--- config.mk ---
export PLATFORM = sky130hd
export DESIGN_NAME = kpd_dialler
export DESIGN_NICKNAME = d
export VERILOG_FILES = /design/src/pkg/kpd_pkg.sv /design/src/hdl/kpd_dialler.sv
export VERILOG_INCLUDE_DIRS = /design/src /design/src/pkg
export SDC_FILE = /design/constraint.sdc
export NUM_CORES = 1
export LEC_CHECK = 0
export BUFFER_PORTS_ARGS = -buffer_cell sky130_fd_sc_hd__buf_2
export CELL_PAD_IN_SITES_DETAIL_PLACEMENT = 0
export CELL_PAD_IN_SITES_GLOBAL_PLACEMENT = 2
export CORE_UTILIZATION = 39
export CTS_CLUSTER_SIZE = 14
export DETAILED_ROUTE_END_ITERATION = 12
export HOLD_SLACK_MARGIN = 0.05
export PLACE_DENSITY_LB_ADDON = 0.25
export SYNTH_ARGS = -nofsm -noshare
export SYNTH_HDL_FRONTEND = slang
export SYNTH_SLANG_ARGS = --single-unit
--- constraint.sdc ---
create_clock -name mclk -period 5.6 [get_ports mclk]
set_clock_uncertainty 0.15 [all_clocks]
set_input_delay 1.12 -clock mclk [delete_from_list [all_inputs] [get_ports mclk]]
set_output_delay 1.12 -clock mclk [all_outputs]
set_load 0.02 [all_outputs]
--- src/pkg/kpd_regs.svh ---
// Offsets, field positions, reset values and timing counts of the pulse dialler.
// Assumes the system clock mclk runs at 200 MHz.
`ifndef KPD_REGS_SVH
`define KPD_REGS_SVH

// ****************************************************************
// Clock and divider
// ****************************************************************
`define KPD_MCLK_HZ        200000000
`define KPD_DP_NORM_HZ     10
`define KPD_DP_TEST_HZ     932
`define KPD_CL_PER_DP      30
`define KPD_DIV_NORM       (`KPD_MCLK_HZ / (`KPD_DP_NORM_HZ * `KPD_CL_PER_DP))
`define KPD_DIV_TEST       (`KPD_MCLK_HZ / (`KPD_DP_TEST_HZ * `KPD_CL_PER_DP))

// ****************************************************************
// Timing in divided-clock periods
// ****************************************************************
`define KPD_RST_DELAY_TENTHS_DP 16
`define KPD_RST_DELAY_CL   ((`KPD_RST_DELAY_TENTHS_DP * `KPD_CL_PER_DP) / 10)
`define KPD_IDP_DP         8
`define KPD_IDP_CL         (`KPD_IDP_DP * `KPD_CL_PER_DP)
`define KPD_BRK_32_CL      ((3 * `KPD_CL_PER_DP) / 5)
`define KPD_BRK_21_CL      ((2 * `KPD_CL_PER_DP) / 3)
`define KPD_ENTRY_CL       4
`define KPD_RELEASE_CL     3
`define KPD_DEPTH          23

// ****************************************************************
// Keycodes
// ****************************************************************
`define KPD_CODE_ZERO      4'hA
`define KPD_CODE_STAR      4'hB
`define KPD_CODE_REDIAL    4'hC

// ****************************************************************
// Register map and fields
// ****************************************************************
`define KPD_ADR_CTRL       8'h00
`define KPD_ADR_STATUS     8'h04
`define KPD_CTRL_RATIO_BIT 0
`define KPD_CTRL_RESET     1'h0
`define KPD_ST_WR_LSB      0
`define KPD_ST_RD_LSB      8
`define KPD_ST_OVF_BIT     16
`define KPD_ST_REDIAL_BIT  17
`define KPD_ST_STBY_BIT    18
`define KPD_ST_MUTE_BIT    19

`endif

--- src/pkg/kpd_pkg.sv ---
// Types shared by the pulse dialler.
// Assumes nothing beyond a SystemVerilog compiler.
`default_nettype none
package kpd_pkg;
   typedef enum logic [1:0] {ST_IDLE, ST_GAP, ST_BREAK, ST_MAKE} kpd_state_e;
   typedef struct packed {
      logic       valid;
      logic [3:0] code;
   } kpd_key_s;
endpackage : kpd_pkg
`default_nettype wire

--- src/hdl/kpd_dialler.sv ---
// Pulse dialler core: key scan, debounce, redial memory, pulse output, power-enable handling.
// Assumes all pins are synchronous to mclk and a classic Wishbone master on the register port.
//
// Local design decisions: the Wishbone slave port and the placing of the registers.
`include "kpd_regs.svh"
`default_nettype none

// Overview of operation
// - Divided clock rate is normal or test, chosen by rate_select_in.
// - Time base is mclk, whether from crystal or external clock.
// - Power-enable low in standby: state reset except write pointer and overflow flag, keys ignored, RAM kept.
// - Power-enable high: logic runs and keys are accepted.
// - Power-enable low beyond reset delay gives one reset pulse, then standby.
// - Shorter power-enable drops cause no reset and no disturbance.
// - One column high with one row low is a valid key, decoded to 4 bits.
// - Any other column and row combination is rejected.
// - Key accepted after three to four divided periods closed.
// - Next key refused until contact open two to three divided periods.
// - Keys sampled only on divided-clock ticks.
// - Accepted key stored at write pointer, then pointer increments.
// - Each fetched keycode increments read pointer; dial while pointers differ.
// - Memory holds 23 codes; storing into the last entry wraps the pointer and flags overflow.
// - Overflow disables redial until first key of next call clears pointer.
// - First key not redial clears write pointer, stores at zero, increments.
// - First key redial keeps pointer and replays stored codes.
// - Keys during redial replay are discarded.
// - After replay finishes, new keys are stored and dialled normally.
// - Hold stops dialling after current digit, or at once in a gap; keys still accepted.
// - Digit strobe high while pulsing a digit, low in every gap.
// - Mute output active during dialling, with an inverted twin.
// - Reset delay equals 1.6 dialling-pulse periods.
// - Stored key raises mute, waits one gap, then strobes and pulses.
// - After hold, no fetch until hold drops and a full gap passes.
module kpd_dialler #(
   parameter int DIV_NORM = `KPD_DIV_NORM,
   parameter int DIV_TEST = `KPD_DIV_TEST,
   parameter int DEPTH    = `KPD_DEPTH
) (
   // Clock and reset
   input  wire logic        mclk,
   input  wire logic        rst,
   // Control pins
   input  wire logic        power_enable_in,
   input  wire logic        rate_select_in,
   input  wire logic        hold_in,
   // Key matrix: columns active high, rows active low
   input  wire logic        column_in_1,
   input  wire logic        column_in_2,
   input  wire logic        column_in_3,
   input  wire logic        row_in_1,
   input  wire logic        row_in_2,
   input  wire logic        row_in_3,
   input  wire logic        row_in_4,
   // Line side
   output logic             line_pulse_out,
   output logic             mute_out,
   output logic             mute_n_out,
   output logic             digit_strobe_out,
   // Wishbone slave
   input  wire logic        wb_cyc_i,
   input  wire logic        wb_stb_i,
   input  wire logic        wb_we_i,
   input  wire logic [7:0]  wb_adr_i,
   input  wire logic [3:0]  wb_sel_i,
   input  wire logic [31:0] wb_dat_i,
   output logic [31:0]      wb_dat_o,
   output logic             wb_ack_o
);
   localparam int PW = $clog2(DEPTH);
   localparam int DW = $clog2(DIV_NORM > DIV_TEST ? DIV_NORM : DIV_TEST);
   generate
      if (DIV_NORM < 2 || DIV_TEST < 2 || DEPTH < 2 || DEPTH > 31) begin : g_bad
         $error("kpd_dialler: unsupported divider or depth");
      end
   endgenerate
   // ****************************************************************
   // Key decode
   // ****************************************************************
   function automatic kpd_pkg::kpd_key_s decode_key(input logic [2:0] col, input logic [3:0] row_n);
      kpd_pkg::kpd_key_s k;
      logic [3:0] row;
      k = '0;
      row = ~row_n;
      if ($onehot(col) && $onehot(row)) begin
         k.valid = 1'b1;
         if (row[3]) begin
            k.code = col[0] ? `KPD_CODE_STAR : (col[1] ? `KPD_CODE_ZERO : `KPD_CODE_REDIAL);
         end else begin
            k.code = 4'(3 * (row[1] ? 1 : (row[2] ? 2 : 0)) + (col[1] ? 2 : (col[2] ? 3 : 1)));
         end
      end
      return k;
   endfunction : decode_key

   kpd_pkg::kpd_key_s key;
   assign key = decode_key({column_in_3, column_in_2, column_in_1},
                           {row_in_4, row_in_3, row_in_2, row_in_1});
   // ****************************************************************
   // Divider and power-enable supervision
   // ****************************************************************
   logic [DW-1:0] div_r;
   logic          cl_tick;
   logic [5:0]    ce_cnt_r;
   logic          rst_pulse_r;
   logic          standby_r;
   logic          int_rst;
   // The divider keeps running through short drops so that the reset delay can be timed.
   always_ff @(posedge mclk) begin
      if (rst) begin
         div_r <= '0;
      end else if (div_r >= DW'((rate_select_in ? DIV_TEST : DIV_NORM) - 1)) begin
         div_r <= '0;
      end else begin
         div_r <= div_r + 1'b1;
      end
   end
   assign cl_tick = (div_r == '0);

   always_ff @(posedge mclk) begin
      if (rst) begin
         ce_cnt_r    <= '0;
         rst_pulse_r <= 1'b0;
         standby_r   <= 1'b1;
      end else begin
         rst_pulse_r <= 1'b0;
         if (power_enable_in) begin
            ce_cnt_r  <= '0;
            standby_r <= 1'b0;
         end else if (cl_tick && !standby_r) begin
            if (ce_cnt_r == 6'(`KPD_RST_DELAY_CL - 1)) begin
               rst_pulse_r <= 1'b1;
               standby_r   <= 1'b1;
            end else begin
               ce_cnt_r <= ce_cnt_r + 1'b1;
            end
         end
      end
   end
   assign int_rst = rst | rst_pulse_r | (standby_r & ~power_enable_in);

   // ****************************************************************
   // Debounce
   // ****************************************************************
   logic       armed_r;
   logic [2:0] db_cnt_r;
   logic [3:0] db_code_r;
   logic       accept_p;
   always_ff @(posedge mclk) begin
      if (int_rst) begin
         armed_r   <= 1'b1;
         db_cnt_r  <= '0;
         db_code_r <= '0;
         accept_p  <= 1'b0;
      end else begin
         accept_p <= 1'b0;
         if (cl_tick && power_enable_in) begin
            if (armed_r) begin
               if (!key.valid) begin
                  db_cnt_r <= '0;
               end else if (db_cnt_r != '0 && key.code == db_code_r) begin
                  if (db_cnt_r == 3'(`KPD_ENTRY_CL - 1)) begin
                     accept_p <= 1'b1;
                     armed_r  <= 1'b0;
                     db_cnt_r <= '0;
                  end else begin
                     db_cnt_r <= db_cnt_r + 1'b1;
                  end
               end else begin
                  db_code_r <= key.code;
                  db_cnt_r  <= 3'h1;
               end
            end else if (key.valid) begin
               db_cnt_r <= '0;
            end else if (db_cnt_r == 3'(`KPD_RELEASE_CL - 1)) begin
               armed_r  <= 1'b1;
               db_cnt_r <= '0;
            end else begin
               db_cnt_r <= db_cnt_r + 1'b1;
            end
         end
      end
   end

   // ****************************************************************
   // Redial memory and write pointer
   // ****************************************************************
   logic [3:0]    ram [DEPTH];
   logic [PW-1:0] write_pointer;
   logic [PW-1:0] read_pointer;
   logic          overflow_r;
   logic          first_key_r;
   logic          redial_r;
   logic          clear_rd_p;
   logic          redial_go_p;
   kpd_pkg::kpd_state_e state_r;
   function automatic logic [PW-1:0] ptr_inc(input logic [PW-1:0] p);
      return (p == PW'(DEPTH - 1)) ? '0 : p + 1'b1;
   endfunction : ptr_inc
   // Write pointer and memory survive standby; only the global reset or a first key that is not redial, or is redial with overflow set, clears the pointer.
   always_ff @(posedge mclk) begin
      if (rst) begin
         write_pointer <= '0;
         overflow_r    <= 1'b0;
      end else if (accept_p) begin
         if (first_key_r && !(db_code_r == `KPD_CODE_REDIAL && !overflow_r)) begin
            ram[0]        <= db_code_r;
            write_pointer <= PW'(1);
            overflow_r    <= 1'b0;
         end else if (!first_key_r && !redial_r) begin
            ram[write_pointer] <= db_code_r;
            write_pointer      <= ptr_inc(write_pointer);
            if (write_pointer == PW'(DEPTH - 1)) begin
               overflow_r <= 1'b1;
            end
         end
      end
   end

   always_ff @(posedge mclk) begin
      if (int_rst) begin
         first_key_r <= 1'b1;
         redial_r    <= 1'b0;
         clear_rd_p  <= 1'b0;
         redial_go_p <= 1'b0;
      end else begin
         clear_rd_p  <= 1'b0;
         redial_go_p <= 1'b0;
         if (accept_p && first_key_r) begin
            first_key_r <= 1'b0;
            if (db_code_r == `KPD_CODE_REDIAL && !overflow_r) begin
               redial_r    <= 1'b1;
               redial_go_p <= 1'b1;
            end else begin
               clear_rd_p <= 1'b1;
            end
         end else if (redial_r && !redial_go_p && state_r == kpd_pkg::ST_IDLE
                      && read_pointer == write_pointer) begin
            redial_r <= 1'b0;
         end
      end
   end

   // ****************************************************************
   // Dialling sequencer
   // ****************************************************************
   logic       ratio_r;
   logic [7:0] gap_cnt_r;
   logic [4:0] ph_cnt_r;
   logic [3:0] pulses_r;
   always_ff @(posedge mclk) begin
      if (int_rst) begin
         state_r          <= kpd_pkg::ST_IDLE;
         read_pointer     <= '0;
         gap_cnt_r        <= '0;
         ph_cnt_r         <= '0;
         pulses_r         <= '0;
         mute_out         <= 1'b0;
         mute_n_out       <= 1'b1;
         digit_strobe_out <= 1'b0;
         line_pulse_out   <= 1'b0;
      end else if (clear_rd_p || redial_go_p) begin
         read_pointer <= '0;
      end else begin
         case (state_r)
            kpd_pkg::ST_IDLE: begin
               if (read_pointer != write_pointer && !first_key_r) begin
                  mute_out   <= 1'b1;
                  mute_n_out <= 1'b0;
                  gap_cnt_r  <= '0;
                  state_r    <= kpd_pkg::ST_GAP;
               end
            end
            kpd_pkg::ST_GAP: begin
               digit_strobe_out <= 1'b0;
               if (hold_in) begin
                  gap_cnt_r <= '0;
               end else if (cl_tick) begin
                  if (gap_cnt_r == 8'(`KPD_IDP_CL - 1)) begin
                     gap_cnt_r <= '0;
                     if (read_pointer == write_pointer) begin
                        mute_out   <= 1'b0;
                        mute_n_out <= 1'b1;
                        state_r    <= kpd_pkg::ST_IDLE;
                     end else begin
                        read_pointer <= ptr_inc(read_pointer);
                        if (ram[read_pointer] <= `KPD_CODE_ZERO && ram[read_pointer] != 4'h0) begin
                           pulses_r         <= ram[read_pointer];
                           digit_strobe_out <= 1'b1;
                           line_pulse_out   <= 1'b1;
                           ph_cnt_r         <= '0;
                           state_r          <= kpd_pkg::ST_BREAK;
                        end
                     end
                  end else begin
                     gap_cnt_r <= gap_cnt_r + 1'b1;
                  end
               end
            end
            kpd_pkg::ST_BREAK: begin
               if (cl_tick) begin
                  if (ph_cnt_r == 5'(ratio_r ? `KPD_BRK_21_CL - 1 : `KPD_BRK_32_CL - 1)) begin
                     ph_cnt_r       <= '0;
                     line_pulse_out <= 1'b0;
                     pulses_r       <= pulses_r - 1'b1;
                     state_r        <= kpd_pkg::ST_MAKE;
                  end else begin
                     ph_cnt_r <= ph_cnt_r + 1'b1;
                  end
               end
            end
            kpd_pkg::ST_MAKE: begin
               if (cl_tick) begin
                  if (ph_cnt_r == 5'(`KPD_CL_PER_DP - 1 - (ratio_r ? `KPD_BRK_21_CL : `KPD_BRK_32_CL))) begin
                     ph_cnt_r <= '0;
                     if (pulses_r == '0) begin
                        digit_strobe_out <= 1'b0;
                        state_r          <= kpd_pkg::ST_GAP;
                     end else begin
                        line_pulse_out <= 1'b1;
                        state_r        <= kpd_pkg::ST_BREAK;
                     end
                  end else begin
                     ph_cnt_r <= ph_cnt_r + 1'b1;
                  end
               end
            end
            default: state_r <= kpd_pkg::ST_IDLE;
         endcase
      end
   end

   // ****************************************************************
   // Wishbone slave: one control word, one status word
   // ****************************************************************
   always_ff @(posedge mclk) begin
      if (rst) begin
         wb_ack_o <= 1'b0;
         wb_dat_o <= '0;
         ratio_r  <= `KPD_CTRL_RESET;
      end else begin
         wb_ack_o <= wb_cyc_i & wb_stb_i & ~wb_ack_o;
         wb_dat_o <= '0;
         if (wb_cyc_i && wb_stb_i && wb_ack_o && wb_we_i && wb_adr_i == `KPD_ADR_CTRL && wb_sel_i[0]) begin
            ratio_r <= wb_dat_i[`KPD_CTRL_RATIO_BIT];
         end
         if (wb_cyc_i && wb_stb_i && !wb_ack_o) begin
            if (!wb_we_i && wb_adr_i == `KPD_ADR_CTRL) begin
               wb_dat_o[`KPD_CTRL_RATIO_BIT] <= ratio_r;
            end else if (!wb_we_i && wb_adr_i == `KPD_ADR_STATUS) begin
               wb_dat_o[`KPD_ST_WR_LSB +: PW] <= write_pointer;
               wb_dat_o[`KPD_ST_RD_LSB +: PW] <= read_pointer;
               wb_dat_o[`KPD_ST_OVF_BIT]      <= overflow_r;
               wb_dat_o[`KPD_ST_REDIAL_BIT]   <= redial_r;
               wb_dat_o[`KPD_ST_STBY_BIT]     <= standby_r;
               wb_dat_o[`KPD_ST_MUTE_BIT]     <= mute_out;
            end
         end
      end
   end
endmodule : kpd_dialler
`default_nettype wire

==> reports/results.ini, run 1 <==
[synth]
synth_warnings=0
synth_top_area_cell=edfxtp_1
synth_seq_cells=188
synth_cells=837
synth_edf_count=92
synth_area_sq_um=9178
yosys.area.top_type_share_pct=30.10
synth_cell_types=73
async_flop_share_pct=0
synthTopCellsByArea=edfxtp_1, dfxtp_1, ha_1
syn_area_per_cell_sq_um=10.96
synth.yosys.seq_area_share_pct=51.04
synth_ff_type=dfxtp_1

[floorplan]
io-pin-count=96
die_y_microns=155.4
initial_core_util_pct=40.17
core_area_sq_um=22850
rows=55
die_area_sq_um=24150
die_w_microns=155.4

[setup_path]
worstPathRequired_ns=5.77
max_stage_delay_ns=0.54
cp-end-kind=flop
crit_top_cell=ha_1
cp.arrival_ns=4.42
worstSetupPathType=input port to flop
crit_buf_inv=1
cp_max_fo=5
worstPathCellList=buf_2, or2_2, ha_1, ha_1, fa_1, and2_1, or3_1, a211o_1, a2111oi_2, nand2b_1, mux2i_1, nor2_1
start_kind=input port
critPathSlowestCell=a2111oi_2
crit_family=simple AND/OR/NAND/NOR gates

[cts]
cts_root_buffer=clkbuf_16
clk_latency_ns=0.43
tritoncts=built
clkSinkCount=188
cts_setup_buffers=0
h-tree-depth=4
holdBufCountCts=0
numCtsBuffers=17
clock_path_buffers=2
ctsResizeCount=0
clkTransAtPathRegs_ns=0.07

[cells_and_area]
nNetsFinal=971
antenna_cells=0
layout_common_cells=dfxtp_1, edfxtp_1, nor2_1
final_common_cell=dfxtp_1
area_growth_pct=10.37
seq_area_sq_um=4684
multi_input_area_sq_um=4129
fin_cells=1195
drive_above_1_share_pct=14.06
fillers=2170

[grt]
grt_overflow=0
grt_pass1_wl_microns=32330
grt_pass1_vias=6195
grt_max_degree=30
grt_usage_pct=17.31
antenna_found_initial=0

[detailed_routing]
routed_wirelength_microns=19910
drtPass1Iterations=5
vias=6130
vias_per_cell=5.130
wl_per_cell_microns=16.66
route.detailed.drc=0
ant_nets=0
drt_iter0_drc=329

[pwr]
p_leak_nw=3.838
cellPowerDensity_nw_per_um2=264.5
irDropWorstVdd_mv=0.1823
p_int_w=0.002050
switching_share_pct=23.49
power.share.combinational_pct=3.6
clkPwrFrac_pct=42.7
p_seq_share_pct=53.7
finalPower_w=0.002679
power_switching_w=0.0006293

[placement]
placed_cells=1165
numPortBuffers=43
dp_hpwl_microns=14280
gp_congestion=0.7984

[run]
maxCapViolations=0

[hold_path]
min_path_type=flop to flop

[timing]
timing.hold.ws_ns=0.3403
rsz0062_at_grt=no
finalMaxSlewViolations=0
fin_crit_sh_pct=76.00
hold_viol_final=0
worst_slew_pin_slew_ns=1.154
finalSetupTns_ns=0
slew_headroom_pct=22.80
fmax_ghz=0.2349
period_minus_slack_ns=4.256
setup_violations=0

[outcome]
outcome=completed

## final cells by class
class | instances | share of cell area [%]
inverters | 31 | 1.149
clock inverters | 13 | 1.210
clock buffers | 17 | 4.200
well taps | 313 | 3.866
flip-flops and latches | 188 | 46.25
multi-input cells | 584 | 40.76
repair buffers | 49 | 2.569
## routing by layer
metal / part of all wire [%] / wire, microns / GRT usage (%)
met3: 3.6 / 715 / 3.510
met5: 0 / 0 / 0
met2: 50 / 9996 / 30.30
met4: 1.3 / 250 / 4.669
met1: 45 / 8946 / 21.62
## sequential cells by signal, summed over array words and instances, names as in the netlist, 2 cells and up, named ones only
register       count
wb_dat_o          14
ce_cnt_r           6
write_pointer      5
db_code_r          4
gap_cnt_r          8
div_r             20
ph_cnt_r           5
state_r            2
pulses_r           4
ram               92
read_pointer       5
db_cnt_r           3
## kinds of logic after synthesis
group | after synthesis | share of synthesized area [%]
flip-flops | 188 | 51.04
buffers and inverters | 82 | 4.785
adder cells (fa/ha/maj) | 41 | 5.835
AND/OR/NAND/NOR | 321 | 17.44
XOR/XNOR | 41 | 3.913
multiplexers | 44 | 7.839
AO/OA/AOI/OAI | 119 | 9.107
other | 1 | 0.04086
## power by group through the flow
stage	Combinational (W)	Sequential, W	Clock [W]
2_1_floorplan	0.0000767	0.00147	0
3_3_place_gp	0.0000943	0.00147	0
3_5_place_dp	0.0000979	0.00147	0
5_1_grt	0.000111	0.00144	0.00124
4_1_cts	0.0000983	0.00144	0.00118
6_report	0.0000965	0.00144	0.00114
## final timing paths
kind                    start                to  slack [ns]  depth (start not counted)
hold reg to reg    overflow_r      wb_dat_o[16]        0.34                          1
setup / recovery  column_in_2      db_code_r[0]        1.34                         12
hold / removal     overflow_r      wb_dat_o[16]        0.34                          1
setup reg to reg         flop  digit_strobe_out        2.04                          9
## per-stage QoR
stage	util, %	instance area [sq um]	worst slack [ns]
after floorplan	-	9241	1.313
after global placement	41.94	9582	0.9319
after detailed placement	41.94	9582	0.8684
after CTS	44.34	10130	1.331
after global routing	44.34	10130	1.033
final	44.34	10130	1.344
## worst register-to-register path, delay by kind of cell, from the launching register on
family | cells | cell delay [ns]
flops | 1 | 1.03
buf+inv | 1 | 0.35
compound gates | 3 | 0.48
simple gates | 3 | 0.79
mux | 2 | 0.69
## Yosys cell counts (10+ instances only)
master	n
ha_1	38
clkbuf_1	21
dfxtp_1	96
and2_1	17
nor2_1	88
buf_4	18
nor3_1	26
mux4_2	14
o21ai_0	17
xor2_1	22
inv_1	31
nor4_1	12
nand3_1	26
nand4_1	11
edfxtp_1	92
xnor2_1	19
nand2_1	79
a21oi_2	10
a21oi_1	32
mux2i_1	19
Power figures use the tool's default switching activity.
==> run 2, diff against run 1 <==
CORE_UTILIZATION = 35   (was 39)
clock period = 3.8 ns   (was 5.6 ns; I/O delays follow)
==> run 2 against run 1 <==
  * Core utilization shrank 3.7 points
  * Critical endpoint is now db_code_r[3]
  * Sequential share of layout area shrank 0.93 points
  * Critical path type unchanged
  * Via count shrank 0.20%
  * Largest cell class unchanged
  * Wire length grew 3.2%
==> reports/results.ini, run 2 (synthesis gave the netlist of run 1 again) <==
[cells_and_area]
largest_reg_flops=92
fillers=2513
area_growth_pct=12.65
antenna_cells=0
top_register=ram
drive_above_1_share_pct=16.46
reg_top3=ram: 92 flops, div_r: 20 flops, wb_dat_o: 14 flops
layout_common_cells=dfxtp_1, edfxtp_1, nor2_1
nNetsFinal=993
fin_util_pct=40.59
final_common_cell=dfxtp_1

[cts]
clkTransAtPathRegs_ns=0.07
clock_path_buffers=2
tritoncts=built
ctsResizeCount=0
numCtsBuffers=17
cts_setup_buffers=0
holdBufCountCts=0
clkSinkCount=188
h-tree-depth=4
clk_latency_ns=0.44
cts_root_buffer=clkbuf_16

[grt]
grt_usage_pct=16.23
grt_pass1_vias=6083
grt_max_degree=30
grt_pass1_wl_microns=33360
grt_overflow=0
antenna_found_initial=0

[outcome]
outcome=completed

[pwr]
cellPowerDensity_nw_per_um2=384.1
p_leak_nw=3.951
irDropWorstVdd_mv=0.2135

[detailed_routing]
dr_wl_met3_microns=521
ant_nets=0
routed_wirelength_microns=20540
drt_iter0_drc=305
wl_per_cell_microns=16.63
wl_met1_microns=9690
route.detailed.drc=0
routed.top_layer=met4
vias=6118
drtPass1Iterations=5
vias_per_cell=4.954
route.met2.wl_microns=10230

[timing]
worst_slew_pin_slew_ns=1.075
fin_crit_sh_pct=95.54
hold_viol_final=0
fmax_ghz=0.2754
period_minus_slack_ns=3.631
rsz0062_at_grt=no
setup_violations=0
slew_headroom_pct=28.29
finalMaxSlewViolations=0
timing.hold.ws_ns=0.3416

[placement]
numPortBuffers=43
gp_congestion=0.7455
dp_hpwl_microns=14550

[hold_path]
min_path_type=flop to flop

[floorplan]
io-pin-count=96
die_w_microns=163.9
initial_core_util_pct=36.03
die_y_microns=163.9
die_area_sq_um=26870
rows=58
core_area_sq_um=25470

[setup_path]
cp-end-kind=flop
cp.arrival_ns=3.76
worstPathRequired_ns=3.93
start_kind=input port
cp_max_fo=5
worstSetupPathType=input port to flop

[run]
maxCapViolations=0

==> run 2: cell count changes in the layout (fill, tap and decap cells not counted), moves of 2 or more <==
cell        delta
inv_6          +3
clkinvlp_4     +2
buf_4         +22
inv_8          -3
==> run 2: metrics by stage <==
stage / cell area, sq um / power, W / TNS (ns) / instances / setup WS [ns]
2_1_floorplan: 9261 / 0.002277 / 0 / 854 / 0.004768
3_3_place_gp: 9792 / 0.002323 / -1.390 / 1204 / -0.2300
3_5_place_dp: 9792 / 0.002323 / -1.538 / 1204 / -0.2519
4_1_cts: 10340 / 0.004024 / 0 / 1235 / 0.2002
5_1_grt: 10340 / 0.004132 / 0 / 1235 / 0.02601
6_report: 10340 / 0.003971 / 0 / 1235 / 0.1695
==> run 2: final timing paths <==
kind,from,to,slack [ns],cells past startpoint
worst max-delay path,column_in_2,db_code_r[3],0.17,12
worst min-delay path,digit_strobe_out,digit_strobe_out,0.34,2
worst max register to register,flop,ph_cnt_r[0],0.73,8
worst min register to register,digit_strobe_out,digit_strobe_out,0.34,2
==> run 2: power by group <==
group | internal [W] | total (W) | switching (W) | leakage [nW]
clock network | 0.000860 | 0.00170 | 0.000839 | 0.266
registers | 0.00211 | 0.00212 | 0.00000766 | 1.77
logic | 0.0000550 | 0.000155 | 0.0000996 | 1.92
total | 0.00303 | 0.00397 | 0.000946 | 3.95
==> run 2: critical path, cell delays in order <==
cell       delay [ns]
buf_2            0.10
or2_2            0.29
ha_1             0.28
ha_1             0.21
fa_1             0.42
and2_1           0.21
or3_1            0.32
a211o_1          0.33
a2111oi_4        0.38
nand2b_4         0.22
mux2i_1          0.18
nor2_1           0.06
==> run 2: cell type report <==
class | count | area (sq um) | share of cell area, %
clock buffers | 17 | 425.4 | 4.115
well taps | 330 | 412.9 | 3.994
flip-flops and latches | 188 | 4684 | 45.31
multi-input cells | 584 | 4153 | 40.17
repair buffers | 71 | 425.4 | 4.115
inverters | 31 | 116.4 | 1.125
clock inverters | 14 | 121.4 | 1.174
==> run 2: layer usage <==
layer / global-route usage, % / vias up
met5: 0 / -
met4: 3.157 / 0
met3: 3.409 / 5
met2: 27.58 / 51
met1: 21.29 / 2945
li1: - / 3117
==> run 3, diff against run 2 <==
BUFFER_PORTS_ARGS = default   (was -buffer_cell sky130_fd_sc_hd__buf_2)
CORE_UTILIZATION = 38   (was 35)
DONT_BUFFER_PORTS = 1   (was default)
==> run 3 against run 2 <==
  * Total power about the same
  * Setup slack better by 0.094 ns
  * First-iteration DRC count up 50%
  * Combinational power is 14% lower
  * Final cell count down 4.8%
  * Count of clock-buffer cells in the layout increased by 1
  * Sequential power hardly changed
  * Global-route usage is 1.5 points higher
  * Largest cell class unchanged
==> reports/results.ini, run 3 (synthesis gave the netlist of run 1 again) <==
[hold_path]
worstHoldStart=rst
min_path_type=input port to flop
min_to=ratio_r
hold_depth=1

[floorplan]
rows=56
die_w_microns=157.4
core_area_sq_um=23610
die_area_sq_um=24780
die_y_microns=157.4
initial_core_util_pct=38.87
io-pin-count=96

[pwr]
cellPowerDensity_nw_per_um2=394.2
p_seq_share_pct=53.3
p_leak_nw=3.721
clkPwrFrac_pct=43.3
p_int_w=0.003023
switching_share_pct=23.88
irDropWorstVdd_mv=0.2393
power.share.combinational_pct=3.4
power_switching_w=0.0009484

[cts]
holdBufCountCts=0
cts_setup_buffers=0
clock_path_buffers=2
h-tree-depth=4
ctsResizeCount=0
tritoncts=built
clkSinkCount=188
clk_latency_ns=0.44
cts_root_buffer=clkbuf_16
numCtsBuffers=17
clkTransAtPathRegs_ns=0.08

[grt]
grt_pass1_wl_microns=33200
grt_pass1_vias=6130
grt_overflow=0
antenna_found_initial=0
grt_usage_pct=17.69
grt_max_degree=30

[cells_and_area]
reg_top3=ram: 92 flops, div_r: 20 flops, wb_dat_o: 14 flops
largest_reg_flops=92
multi_input_area_sq_um=4149
fillers=2279
seq_area_sq_um=4684
layout_common_cells=dfxtp_1, edfxtp_1, nor2_1
nNetsFinal=944
area_growth_pct=9.775
final_common_cell=dfxtp_1
drive_above_1_share_pct=11.67
top_register=ram
fin_util_pct=42.67
antenna_cells=0

[detailed_routing]
route.detailed.drc=0
ant_nets=0
vias_per_cell=5.174
drtPass1Iterations=5
vias=6085
drt_iter0_drc=458
wl_per_cell_microns=17.36
routed_wirelength_microns=20420

[setup_path]
cp.arrival_ns=3.77
critPathSlowestCell=fa_1
max_stage_delay_ns=0.43
rr_endpoint=ph_cnt_r[1]
worstSetupPathType=input port to flop
reg2regPathDepth=9
cp-end-kind=flop
ff2ff_setup_slack_ns=0.48
worstPathCellList=or2_2, ha_1, ha_1, fa_1, and2_1, or3_1, a21oi_1, o21ai_0, a2111oi_4, buf_4, a41oi_1, o21ai_1, and2_1
worstPathRequired_ns=4.03
cp_max_fo=5
start_kind=input port

[timing]
finalMaxSlewViolations=0
period_minus_slack_ns=3.536
hold_viol_final=0
finalSetupTns_ns=0
setup_violations=0
worst_slew_pin_slew_ns=0.9876
fmax_ghz=0.2828
slew_headroom_pct=34.07
fin_crit_sh_pct=93.06
rsz0062_at_grt=no

[placement]
dp_hpwl_microns=14800
gp_congestion=0.7649
numPortBuffers=0

[outcome]
outcome=completed

[run]
maxCapViolations=0

## run 3: cell count changes in the layout (fill, tap and decap cells not counted)
cell / previous run / this run
buf_4: 28 / 22
clkbuf_1: 0 / 1
inv_6: 5 / 4
clkinv_8: 0 / 1
buf_2: 43 / 0
clkinv_1: 1 / 0
o21ai_2: 1 / 0
clkinvlp_4: 2 / 4
o21ai_1: 3 / 4
clkinv_4: 1 / 0
## run 3: area by class of cell
| cell class | instances | area share [%] |
|---|---|---|
| sequential | 188 | 46.50 |
| clock inverter | 14 | 1.304 |
| timing repair buffer | 22 | 1.639 |
| multi-input combinational | 584 | 41.18 |
| clock buffer | 18 | 4.260 |
| tap | 319 | 3.962 |
| inverter | 31 | 1.155 |
## run 3: power by group through the flow
| stage | Sequential (W) | Combinational [W] | Clock (W) |
|---|---|---|---|
| 5_1_grt | 0.00212 | 0.000149 | 0.00185 |
| 3_3_place_gp | 0.00216 | 0.000131 | 0 |
| 4_1_cts | 0.00212 | 0.000135 | 0.00176 |
| 3_5_place_dp | 0.00216 | 0.000134 | 0 |
| 2_1_floorplan | 0.00216 | 0.000115 | 0 |
| 6_report | 0.00212 | 0.000133 | 0.00172 |
## run 3: per-stage QoR
| step | std cells | total power, W | hold slack, ns | setup slack (ns) | area [sq um] |
|---|---|---|---|---|---|
| after detailed placement | 1144 | 0.002298 | 0.3020 | -0.1541 | 9514 |
| after floorplan | 854 | 0.002277 | 0.3049 | 0.004768 | 9261 |
| final | 1176 | 0.003971 | 0.2287 | 0.2636 | 10070 |
| after global routing | 1176 | 0.004122 | 0.2133 | 0.09438 | 10070 |
| after CTS | 1176 | 0.004016 | 0.2056 | 0.2790 | 10070 |
| after global placement | 1144 | 0.002296 | 0.3101 | -0.1093 | 9514 |
## run 3: how the worst max path moves through the flow
| stage | startpoint | to | slack, ns | cells past startpoint |
|---|---|---|---|---|
| after global placement | column_in_2 | db_cnt_r[2] | -0.11 | 13 |
| after detailed placement | column_in_2 | armed_r | -0.15 | 13 |
| after CTS | column_in_2 | db_cnt_r[2] | 0.28 | 13 |
| after floorplan | column_in_2 | db_code_r[3] | 0.005 | 12 |
| final | column_in_2 | db_cnt_r[2] | 0.26 | 13 |
| after global routing | column_in_2 | db_cnt_r[2] | 0.09 | 13 |
## run 3: worst max-delay path, delay by kind of cell
kind	cells	cell delay, ns
buffers and inverters	1	0.19
and+or+nand+nor	4	0.94
adders and majority gates	3	0.92
AOI/OAI and AO/OA	5	0.95
## run 3: layer usage
| metal | vias to the layer above | global-route usage (%) | share of wire [%] | wire, microns |
|---|---|---|---|---|
| li1 | 3006 | - | - | - |
| met1 | 2948 | 22.70 | 46 | 9399 |
| met2 | 113 | 29.94 | 49 | 10050 |
| met3 | 18 | 3.800 | 3.5 | 716 |
| met4 | 0 | 4.901 | 1.2 | 252 |
| met5 | - | 0 | 0 | 0 |
